File: src/design/nco_pkg.sv
// Package of register map, field layout and encodings for the oscillator
package nco_pkg;
  // Register byte addresses on the bus
  localparam logic [5:0] ADDR_CONTROL   = 6'h00;
  localparam logic [5:0] ADDR_CLOCK_CTL = 6'h04;
  localparam logic [5:0] ADDR_ACC_LOW   = 6'h08;
  localparam logic [5:0] ADDR_ACC_HIGH  = 6'h0c;
  localparam logic [5:0] ADDR_ACC_UPPER = 6'h10;
  localparam logic [5:0] ADDR_INC_LOW   = 6'h14;
  localparam logic [5:0] ADDR_INC_HIGH  = 6'h18;
  localparam logic [5:0] ADDR_INC_UPPER = 6'h1c;
  localparam logic [5:0] ADDR_IRQ       = 6'h20;
  // Control register bits
  localparam int CTL_ON_BIT  = 7;
  localparam int CTL_OUT_BIT = 5;
  localparam int CTL_INV_BIT = 4;
  localparam int CTL_PFM_BIT = 0;
  // Clock control fields
  localparam int CLK_PWS_LSB = 5;
  localparam int CLK_CKS_LSB = 0;
  // Interrupt register bits
  localparam int IRQ_FLAG_BIT = 0;
  localparam int IRQ_IE_BIT   = 1;
  localparam int IRQ_PE_BIT   = 2;
  localparam int IRQ_GIE_BIT  = 3;
  // Widths and reset values
  localparam int         ACC_W       = 20;
  localparam int         UPPER_W     = 4;
  localparam logic [7:0] REG_RESET   = 8'h00;
  localparam logic [7:0] WIDTH_ONE   = 8'h01;
  localparam logic [1:0] RESP_OKAY   = 2'b00;
  localparam logic [1:0] RESP_SLVERR = 2'b10;
  // Clock source select encodings
  localparam logic [2:0] CKS_SYSTEM = 3'h0;
  localparam logic [2:0] CKS_HF_OSC = 3'h1;
  localparam logic [2:0] CKS_LC1    = 3'h2;
  localparam logic [2:0] CKS_LC4    = 3'h5;
  // Register index for address decode
  typedef enum logic [3:0] {
    REG_CONTROL, REG_CLOCK_CTL, REG_ACC_LOW, REG_ACC_HIGH, REG_ACC_UPPER,
    REG_INC_LOW, REG_INC_HIGH, REG_INC_UPPER, REG_IRQ, REG_NONE
  } reg_sel_t;
  // Shadow load sequencer, Gray along the load path
  typedef enum logic [1:0] {
    LOAD_IDLE   = 2'b00,
    LOAD_ARMED  = 2'b01,
    LOAD_SECOND = 2'b11
  } load_state_t;
endpackage

File: src/design/numerically_controlled_oscillator.sv
// Phase-accumulator oscillator with AXI4-Lite register slave
// Operation
// - 20-bit accumulator, readable and writable through low, high, upper bytes.
// - Adder sums accumulator and shadow increment on each selected clock rising edge.
// - Adder carry out is the raw overflow event.
// - Six input clock sources chosen by the clock source select field.
// - Select codes: 0 system, 1 hf osc, 2..5 logic cells, 6..7 reserved.
// - 20-bit increment held in low, high, upper byte registers.
// - Enabled: low byte write loads shadows on second input clock edge after.
// - Disabled: shadows follow increment writes immediately.
// - Shadows are hidden; increment reads return written values.
// - Fixed duty mode toggles output on every overflow.
// - Pulse mode select bit: 0 fixed duty, 1 pulse frequency.
// - Pulse mode: output goes active at the overflow edge for chosen periods.
// - Pulse width field in clock control sets active periods.
// - Width code n gives 2 to the n input clock periods.
// - Final stage applies polarity and feeds peripherals.
// - Invert bit 1 inverts output, 0 passes unchanged.
// - Polarity change with interrupts enabled raises an interrupt.
// - Every overflow sets the overflow interrupt flag.
// - Interrupt request needs module on and three enables plus flag.
// - Module on bit enables the oscillator.
// - Reset clears every register to zero.
// - Runs from its own selected clock, independent of system sleep.
// - Keeps hf oscillator running in sleep when enabled and selected.
//
// Our own choices: the placing of the registers and the AXI4-Lite slave port.
module numerically_controlled_oscillator (
  input  wire logic        aclk,
  input  wire logic        aresetn,
  input  wire logic [5:0]  awaddr,
  input  wire logic        awvalid,
  output logic             awready,
  input  wire logic [31:0] wdata,
  input  wire logic [3:0]  wstrb,
  input  wire logic        wvalid,
  output logic             wready,
  output logic [1:0]       bresp,
  output logic             bvalid,
  input  wire logic        bready,
  input  wire logic [5:0]  araddr,
  input  wire logic        arvalid,
  output logic             arready,
  output logic [31:0]      rdata,
  output logic [1:0]       rresp,
  output logic             rvalid,
  input  wire logic        rready,
  input  wire logic        internal_hf_oscillator,
  input  wire logic        logic_cell_1_output,
  input  wire logic        logic_cell_2_output,
  input  wire logic        logic_cell_3_output,
  input  wire logic        logic_cell_4_output,
  output logic             osc_out,
  output logic             accum_carry_event,
  output logic             irq,
  output logic             hf_osc_keep_on
);
  localparam int AW = nco_pkg::ACC_W;

  // Address decode shared by read and write paths
  function automatic nco_pkg::reg_sel_t decode(input logic [5:0] a);
    case (a)
      nco_pkg::ADDR_CONTROL:   decode = nco_pkg::REG_CONTROL;
      nco_pkg::ADDR_CLOCK_CTL: decode = nco_pkg::REG_CLOCK_CTL;
      nco_pkg::ADDR_ACC_LOW:   decode = nco_pkg::REG_ACC_LOW;
      nco_pkg::ADDR_ACC_HIGH:  decode = nco_pkg::REG_ACC_HIGH;
      nco_pkg::ADDR_ACC_UPPER: decode = nco_pkg::REG_ACC_UPPER;
      nco_pkg::ADDR_INC_LOW:   decode = nco_pkg::REG_INC_LOW;
      nco_pkg::ADDR_INC_HIGH:  decode = nco_pkg::REG_INC_HIGH;
      nco_pkg::ADDR_INC_UPPER: decode = nco_pkg::REG_INC_UPPER;
      nco_pkg::ADDR_IRQ:       decode = nco_pkg::REG_IRQ;
      default:                 decode = nco_pkg::REG_NONE;
    endcase
  endfunction

  logic                 aw_got_ff, w_got_ff;
  logic [5:0]           awaddr_ff;
  logic [7:0]           wbyte_ff;
  logic                 wlane_ff;
  logic                 bvalid_ff, rvalid_ff;
  logic [1:0]           bresp_ff, rresp_ff;
  logic [31:0]          rdata_ff;
  logic                 do_write;
  nco_pkg::reg_sel_t    wsel;
  logic [7:0]           ctl_ff, clk_ff;
  logic [AW-1:0]        acc_ff, inc_ff, shadow_ff;
  logic [AW-1:0]        nxt_inc, nxt_acc;
  logic                 flag_ff, ie_ff, pe_ff, gie_ff;
  logic [4:0]           src_s1_ff, src_s2_ff, src_s3_ff;
  logic [4:0]           src_rise;
  logic                 tick;
  logic                 osc_on, pfm, inv;
  logic [2:0]           cks, pws;
  logic [AW:0]          sum;
  logic                 ovf;
  nco_pkg::load_state_t load_ff;
  logic                 toggle_ff, pulse_ff;
  logic [7:0]           pcnt_ff, width;
  logic                 raw_level;
  logic                 out_ff, inv_prev_ff, irq_ff, carry_ff;
  logic                 irqs_enabled, pol_event;

  assign osc_on = ctl_ff[nco_pkg::CTL_ON_BIT];
  assign pfm    = ctl_ff[nco_pkg::CTL_PFM_BIT];
  assign inv    = ctl_ff[nco_pkg::CTL_INV_BIT];
  assign cks    = clk_ff[nco_pkg::CLK_CKS_LSB +: 3];
  assign pws    = clk_ff[nco_pkg::CLK_PWS_LSB +: 3];

  // Bus handshakes: one write and one read in flight
  assign awready  = !aw_got_ff && !bvalid_ff;
  assign wready   = !w_got_ff && !bvalid_ff;
  assign arready  = !rvalid_ff;
  assign do_write = aw_got_ff && w_got_ff;
  assign wsel     = do_write && wlane_ff ? decode(awaddr_ff) : nco_pkg::REG_NONE;
  assign bvalid   = bvalid_ff;
  assign bresp    = bresp_ff;
  assign rvalid   = rvalid_ff;
  assign rresp    = rresp_ff;
  assign rdata    = rdata_ff;

  // Write address and data capture, either order
  always_ff @(posedge aclk) begin
    if (!aresetn) begin
      aw_got_ff <= 1'b0;
      w_got_ff  <= 1'b0;
      awaddr_ff <= 6'h00;
      wbyte_ff  <= nco_pkg::REG_RESET;
      wlane_ff  <= 1'b0;
    end else begin
      if (awvalid && awready) begin
        aw_got_ff <= 1'b1;
        awaddr_ff <= awaddr;
      end else if (do_write) begin
        aw_got_ff <= 1'b0;
      end
      if (wvalid && wready) begin
        w_got_ff <= 1'b1;
        wbyte_ff <= wdata[7:0];
        wlane_ff <= wstrb[0];
      end else if (do_write) begin
        w_got_ff <= 1'b0;
      end
    end
  end

  // Write response, error on unmapped address
  always_ff @(posedge aclk) begin
    if (!aresetn) begin
      bvalid_ff <= 1'b0;
      bresp_ff  <= nco_pkg::RESP_OKAY;
    end else if (do_write) begin
      bvalid_ff <= 1'b1;
      bresp_ff  <= decode(awaddr_ff) == nco_pkg::REG_NONE ? nco_pkg::RESP_SLVERR : nco_pkg::RESP_OKAY;
    end else if (bready) begin
      bvalid_ff <= 1'b0;
    end
  end

  // Read path, live state in status bits
  always_ff @(posedge aclk) begin
    if (!aresetn) begin
      rvalid_ff <= 1'b0;
      rresp_ff  <= nco_pkg::RESP_OKAY;
      rdata_ff  <= 32'h0000_0000;
    end else if (arvalid && arready) begin
      rvalid_ff <= 1'b1;
      rresp_ff  <= nco_pkg::RESP_OKAY;
      rdata_ff  <= 32'h0000_0000;
      case (decode(araddr))
        nco_pkg::REG_CONTROL: begin
          rdata_ff[7:0]                 <= ctl_ff;
          rdata_ff[nco_pkg::CTL_OUT_BIT] <= out_ff;
        end
        nco_pkg::REG_CLOCK_CTL: rdata_ff[7:0] <= clk_ff;
        nco_pkg::REG_ACC_LOW:   rdata_ff[7:0] <= acc_ff[7:0];
        nco_pkg::REG_ACC_HIGH:  rdata_ff[7:0] <= acc_ff[15:8];
        nco_pkg::REG_ACC_UPPER: rdata_ff[3:0] <= acc_ff[19:16];
        nco_pkg::REG_INC_LOW:   rdata_ff[7:0] <= inc_ff[7:0];
        nco_pkg::REG_INC_HIGH:  rdata_ff[7:0] <= inc_ff[15:8];
        nco_pkg::REG_INC_UPPER: rdata_ff[3:0] <= inc_ff[19:16];
        nco_pkg::REG_IRQ:       rdata_ff[3:0] <= {gie_ff, pe_ff, ie_ff, flag_ff};
        default:                rresp_ff      <= nco_pkg::RESP_SLVERR;
      endcase
    end else if (rready) begin
      rvalid_ff <= 1'b0;
    end
  end

  // Control and clock control registers
  always_ff @(posedge aclk) begin
    if (!aresetn) begin
      ctl_ff <= nco_pkg::REG_RESET;
      clk_ff <= nco_pkg::REG_RESET;
    end else begin
      if (wsel == nco_pkg::REG_CONTROL) begin
        ctl_ff <= wbyte_ff & 8'h91;
      end
      if (wsel == nco_pkg::REG_CLOCK_CTL) begin
        clk_ff <= wbyte_ff & 8'he7;
      end
    end
  end

  // Increment registers as written by software
  always_comb begin
    nxt_inc = inc_ff;
    case (wsel)
      nco_pkg::REG_INC_LOW:   nxt_inc[7:0]   = wbyte_ff;
      nco_pkg::REG_INC_HIGH:  nxt_inc[15:8]  = wbyte_ff;
      nco_pkg::REG_INC_UPPER: nxt_inc[19:16] = wbyte_ff[nco_pkg::UPPER_W-1:0];
      default:                nxt_inc        = inc_ff;
    endcase
  end

  always_ff @(posedge aclk) begin
    if (!aresetn) inc_ff <= '0;
    else          inc_ff <= nxt_inc;
  end

  // Two-flop synchronisers and edge detect on external clock sources
  always_ff @(posedge aclk) begin
    if (!aresetn) begin
      src_s1_ff <= 5'h00;
      src_s2_ff <= 5'h00;
      src_s3_ff <= 5'h00;
    end else begin
      src_s1_ff <= {logic_cell_4_output, logic_cell_3_output, logic_cell_2_output,
                    logic_cell_1_output, internal_hf_oscillator};
      src_s2_ff <= src_s1_ff;
      src_s3_ff <= src_s2_ff;
    end
  end
  assign src_rise = src_s2_ff & ~src_s3_ff;

  // Input clock select; system source ticks every cycle
  always_comb begin
    tick = 1'b0;
    if (cks == nco_pkg::CKS_SYSTEM) tick = 1'b1;
    else if (cks == nco_pkg::CKS_HF_OSC) tick = src_rise[0];
    else if (cks >= nco_pkg::CKS_LC1 && cks <= nco_pkg::CKS_LC4) tick = src_rise[cks - nco_pkg::CKS_LC1 + 3'h1];
  end

  // Adder and overflow carry
  assign sum = {1'b0, acc_ff} + {1'b0, shadow_ff};
  assign ovf = tick && osc_on && sum[AW];

  always_comb begin
    nxt_acc = acc_ff;
    if (tick && osc_on) nxt_acc = sum[AW-1:0];
    case (wsel)
      nco_pkg::REG_ACC_LOW:   nxt_acc[7:0]   = wbyte_ff;
      nco_pkg::REG_ACC_HIGH:  nxt_acc[15:8]  = wbyte_ff;
      nco_pkg::REG_ACC_UPPER: nxt_acc[19:16] = wbyte_ff[nco_pkg::UPPER_W-1:0];
      default:                nxt_acc        = nxt_acc;
    endcase
  end

  always_ff @(posedge aclk) begin
    if (!aresetn) acc_ff <= '0;
    else          acc_ff <= nxt_acc;
  end

  // Shadow load sequencer: two input clock edges after low byte write
  always_ff @(posedge aclk) begin
    if (!aresetn) begin
      load_ff   <= nco_pkg::LOAD_IDLE;
      shadow_ff <= '0;
    end else if (!osc_on) begin
      load_ff   <= nco_pkg::LOAD_IDLE;
      shadow_ff <= nxt_inc;
    end else if (wsel == nco_pkg::REG_INC_LOW) begin
      load_ff <= nco_pkg::LOAD_ARMED;
    end else begin
      case (load_ff)
        nco_pkg::LOAD_IDLE:   load_ff <= nco_pkg::LOAD_IDLE;
        nco_pkg::LOAD_ARMED:  if (tick) load_ff <= nco_pkg::LOAD_SECOND;
        nco_pkg::LOAD_SECOND: if (tick) begin
          load_ff   <= nco_pkg::LOAD_IDLE;
          shadow_ff <= inc_ff;
        end
        default:              load_ff <= nco_pkg::LOAD_IDLE;
      endcase
    end
  end

  // Fixed duty toggle and pulse stretcher
  assign width = nco_pkg::WIDTH_ONE << pws;
  always_ff @(posedge aclk) begin
    if (!aresetn || !osc_on) begin
      toggle_ff <= 1'b0;
      pulse_ff  <= 1'b0;
      pcnt_ff   <= 8'h00;
    end else begin
      if (ovf) toggle_ff <= !toggle_ff;
      if (ovf) begin
        pulse_ff <= 1'b1;
        pcnt_ff  <= width;
      end else if (tick && pulse_ff) begin
        pulse_ff <= pcnt_ff != nco_pkg::WIDTH_ONE;
        pcnt_ff  <= pcnt_ff - nco_pkg::WIDTH_ONE;
      end
    end
  end

  // Mode select then polarity
  assign raw_level = osc_on && (pfm ? pulse_ff : toggle_ff);
  always_ff @(posedge aclk) begin
    if (!aresetn) out_ff <= 1'b0;
    else          out_ff <= raw_level ^ inv;
  end

  // Interrupt flag, enables and request
  assign irqs_enabled = ie_ff && pe_ff && gie_ff;
  assign pol_event    = (inv != inv_prev_ff) && irqs_enabled;
  always_ff @(posedge aclk) begin
    if (!aresetn) begin
      flag_ff     <= 1'b0;
      ie_ff       <= 1'b0;
      pe_ff       <= 1'b0;
      gie_ff      <= 1'b0;
      inv_prev_ff <= 1'b0;
      irq_ff      <= 1'b0;
      carry_ff    <= 1'b0;
    end else begin
      inv_prev_ff <= inv;
      carry_ff    <= ovf;
      if (wsel == nco_pkg::REG_IRQ) begin
        ie_ff  <= wbyte_ff[nco_pkg::IRQ_IE_BIT];
        pe_ff  <= wbyte_ff[nco_pkg::IRQ_PE_BIT];
        gie_ff <= wbyte_ff[nco_pkg::IRQ_GIE_BIT];
      end
      // Set wins over software clear
      if (ovf || pol_event) flag_ff <= 1'b1;
      else if (wsel == nco_pkg::REG_IRQ && !wbyte_ff[nco_pkg::IRQ_FLAG_BIT]) flag_ff <= 1'b0;
      irq_ff <= osc_on && irqs_enabled && flag_ff;
    end
  end

  assign osc_out           = out_ff;
  assign accum_carry_event = carry_ff;
  assign irq               = irq_ff;
  assign hf_osc_keep_on    = osc_on && cks == nco_pkg::CKS_HF_OSC;
endmodule // numerically_controlled_oscillator

File: config.mk
export PLATFORM = sky130hd
export DESIGN_NAME = numerically_controlled_oscillator
export DESIGN_NICKNAME = d
export VERILOG_FILES = /design/src/design/nco_pkg.sv /design/src/design/numerically_controlled_oscillator.sv
export SDC_FILE = /design/constraint.sdc
export NUM_CORES = 1
export LEC_CHECK = 0
export ABC_AREA = 1
export BUFFER_PORTS_ARGS = -buffer_cell sky130_fd_sc_hd__buf_2
export CELL_PAD_IN_SITES_DETAIL_PLACEMENT = 1
export CELL_PAD_IN_SITES_GLOBAL_PLACEMENT = 2
export CORE_ASPECT_RATIO = 1.25
export CORE_MARGIN = 1.5
export CORE_UTILIZATION = 34
export DETAILED_ROUTE_END_ITERATION = 12
export HOLD_SLACK_MARGIN = 0.08
export PLACE_DENSITY = 0.85
export SYNTH_ARGS = -nofsm -noshare
export SYNTH_HDL_FRONTEND = slang
export SYNTH_SLANG_ARGS = --single-unit
export TNS_END_PERCENT = 10
File: constraint.sdc
create_clock -name aclk -period 4.35 [get_ports aclk]
set_clock_uncertainty 0.05 [all_clocks]
set_input_delay 0.2175 -clock aclk [delete_from_list [all_inputs] [get_ports aclk]]
set_output_delay 0.2175 -clock aclk [all_outputs]
set_load 0.01 [all_outputs]
==> flow_metrics.tcl <==
set metrics [dict create \
    outcome "finished, final reports clean" \
    crit_top_cell "inv_1" \
    design.die.area_sq_um 24600 \
    synth-async-reset-ratio_pct 0 \
    start_kind "flop" \
    drt_wl_total_mm 27.5 \
    crit_type "flop to flop" \
    grt_util_met2_pct 42.1 \
    nets 1396 \
    die_w_um 141 \
    final_area_sq_um 9170 \
    postRouteAntennaNets 0 \
    slew_headroom_pct 40.0 \
    syn_area_per_cell_sq_um 6.41 \
    cts_buffers 17 \
    drive_above_1_share_pct 9.46 \
    setup_viol 0 \
    hold_class "primary input to flop" \
    grt_busiest_layer "met2" \
    insertedDiodeCount 0 \
    cts.sinks 133 \
    dp_slack_ns 1.63 \
    worstPathMaxFanout 22 \
    multiInputGateArea_sq_um 4440 \
    utilization_pct 39.7 \
    cts_tree "done" \
    drv_slew 0 \
    use_met1_pct 26.9 \
    routed_via_density 5.01 \
    fillers 3019 \
    cts-root-buf "clkbuf_16" \
    required_ns 4.64 \
    cp-end-kind "flop" \
    vias 8068 \
    grt_max_degree 48 \
    io_pins 105 \
    setup_ws_ns 1.63 \
    rows 62 \
    netlist_area_sq_um 8040 \
    peakVddDrop_v 0.000307 \
    core-area_sq_um 23100 \
    critical_path.cell_chain "ha_1 > inv_1 > fa_1 > inv_1 > nand3_1 > nand2_1 > nand3b_4 > nand3_4 > nand3_4 > nand2_1 > inv_1 > nor2_1 > nor2_1" \
    worst_pin_slew_ns 0.900 \
    htree_levels 4 \
    synth_flop_cell "dfxtp_1" \
    fin_crit_ns 2.72 \
    power.density_nw_per_um2 320 \
    synth_edf_count 0 \
    gr-total-overflow 0 \
    gp_congestion 0.881 \
    timing_hold_violations_final 0 \
    post-route-period-util_pct 62.5 \
    post_cts_resized 0 \
    cp.arrival_ns 3.00 \
    rsz0062_at_grt "no" \
    synth_cell_type_count 43 \
    die_h_um 175 \
    clock_latency_ns 0.44 \
    total_power_mw 2.94 \
    drc 0 \
    most-common-layout-cells "nand2_1 (343), nor2_1 (167), inv_1 (152)" \
    grt_pass1_vias 8129 \
    grt_use_met3_pct 4.44 \
    power_leakage_nw 4.26 \
    clk_path_buf_depth 2 \
    area_growth_pct 14.0 \
    slowest_delay_ns 0.41 \
    clkTransAtPathRegs_ns 0.06 \
    synth-seq-cells 133 \
    placed_cell_area_sq_um 8370 \
    grt_pass1_wl_mm 43.7 \
    antenna_found_initial 0 \
    place.port_buffers 51 \
    yosysWarnings 0 \
    grt_use_total_pct 23.2 \
    drt_iter0_markers 363 \
    initial_core_util_pct 34.8 \
    wl_per_cell_um 17.1 \
    drt-pass1-iter-count 5 \
    clock.fmax_mhz 368 \
    setup_tns_ns 0 \
    yosysSeqAreaShare_pct 33.1 \
    hpwl_mm 21.2 \
    final_common_cell "nand2_1" \
    slowest_stage "fa_1" \
    syn_inst 1254 \
    drv_cap 0 \
    register_area_sq_um 2660 \
]
## critical path: cells and delay by family, from the launching register on
kind / cells / cell delay [ns]
flip-flops: 1 / 0.36
adder cells (fa/ha/maj): 2 / 0.67
buffers and inverters: 3 / 0.30
AND/OR/NAND/NOR: 8 / 1.23
## cell families (layout without fill, tap and decap cells)
family	Yosys count	in the layout	share of synthesized area, %
AOI/OAI and AO/OA	159	159	10.5
buffers and inverters	228	271	12.8
and+or+nand+nor	692	692	37.7
xor gates and xnor gates	14	14	1.52
DFF	133	133	33.1
adders and majority gates	27	27	4.29
other	1	26	0.0466
## per-layer routing
layer	share of wire [%]	wire (um)
met4	2.9	806
met2	50	13900
met1	43	11900
met3	3.6	994
met5	0	0
## what timing repair did
action | in CTS | in global routing
hold buffers | 19 | 0
endpoints found under the hold margin | 19 | 0
setup endpoints to repair | 0 | 0
buffers inserted | 0 | 0
## cells in the mapped netlist (2+ instances only)
cell / count / area [sq um]
clkinv_1: 2 / 7.51
a31oi_1: 4 / 25.0
inv_1: 153 / 574
inv_2: 9 / 33.8
buf_6: 8 / 90.1
buf_4: 30 / 225
nand3_4: 6 / 105
nor3_1: 14 / 70.1
o21a_1: 2 / 15.0
clkbuf_1: 18 / 67.6
nand3_1: 108 / 541
a22oi_1: 3 / 22.5
dfxtp_1: 133 / 2660
xnor2_1: 4 / 35.0
nand4_1: 29 / 181
o21ai_0: 47 / 235
o211ai_1: 4 / 30.0
nand2_4: 2 / 22.5
a211oi_1: 3 / 22.5
nor2_4: 4 / 45.0
ha_1: 26 / 325
buf_2: 3 / 15.0
buf_1: 5 / 18.8
nand3b_1: 2 / 15.0
o22ai_1: 3 / 18.8
nand2_1: 343 / 1290
o21bai_1: 3 / 22.5
nor2_1: 167 / 627
nand2_2: 9 / 56.3
a21oi_1: 88 / 440
xor2_1: 10 / 87.6
## per-stage QoR
stage / hold WS [ns] / instances
CTS: 0.103 / 1610
global route: 0.108 / 1610
floorplan: 0.265 / 1279
finish: 0.101 / 1610
detailed placement: 0.350 / 1559
global placement: 0.343 / 1559
## final timing paths
kind              cells past startpoint          from            to  slack (ns)
setup reg to reg                     13     acc_ff[0]    pcnt_ff[3]        1.63
hold reg to reg                       2  src_s1_ff[0]  src_s2_ff[0]        0.36
hold / removal                        3      wdata[7]   wbyte_ff[7]        0.10
setup / recovery                     13     acc_ff[0]    pcnt_ff[3]        1.63
## report_power, final
group / switching, mW / leakage [nW] / total, mW / internal [mW]
combinational: 0.120 / 2.90 / 0.171 / 0.0511
sequential: 0.0263 / 1.08 / 1.27 / 1.24
clock: 0.594 / 0.285 / 1.50 / 0.903
## layout make-up
class                      instances  area share [%]
multi-input combinational        918            48.4
inverter                         164            6.71
tap                              288            3.93
timing repair buffer              75            5.27
clock buffer                      17            4.64
sequential                       133            29.0
clock inverter                    15            1.99
## registers in the layout (all words and copies together), names as in the netlist, 2 cells and up
signal	cells
src_s2_ff	5
inc_ff	20
rdata	8
shadow_ff	20
clk_ff	6
load_ff	2
acc_ff	20
src_s3_ff	5
ctl_ff	3
pcnt_ff	8
awaddr_ff	6
wbyte_ff	8
src_s1_ff	5
(Power assumes the default switching activity.)
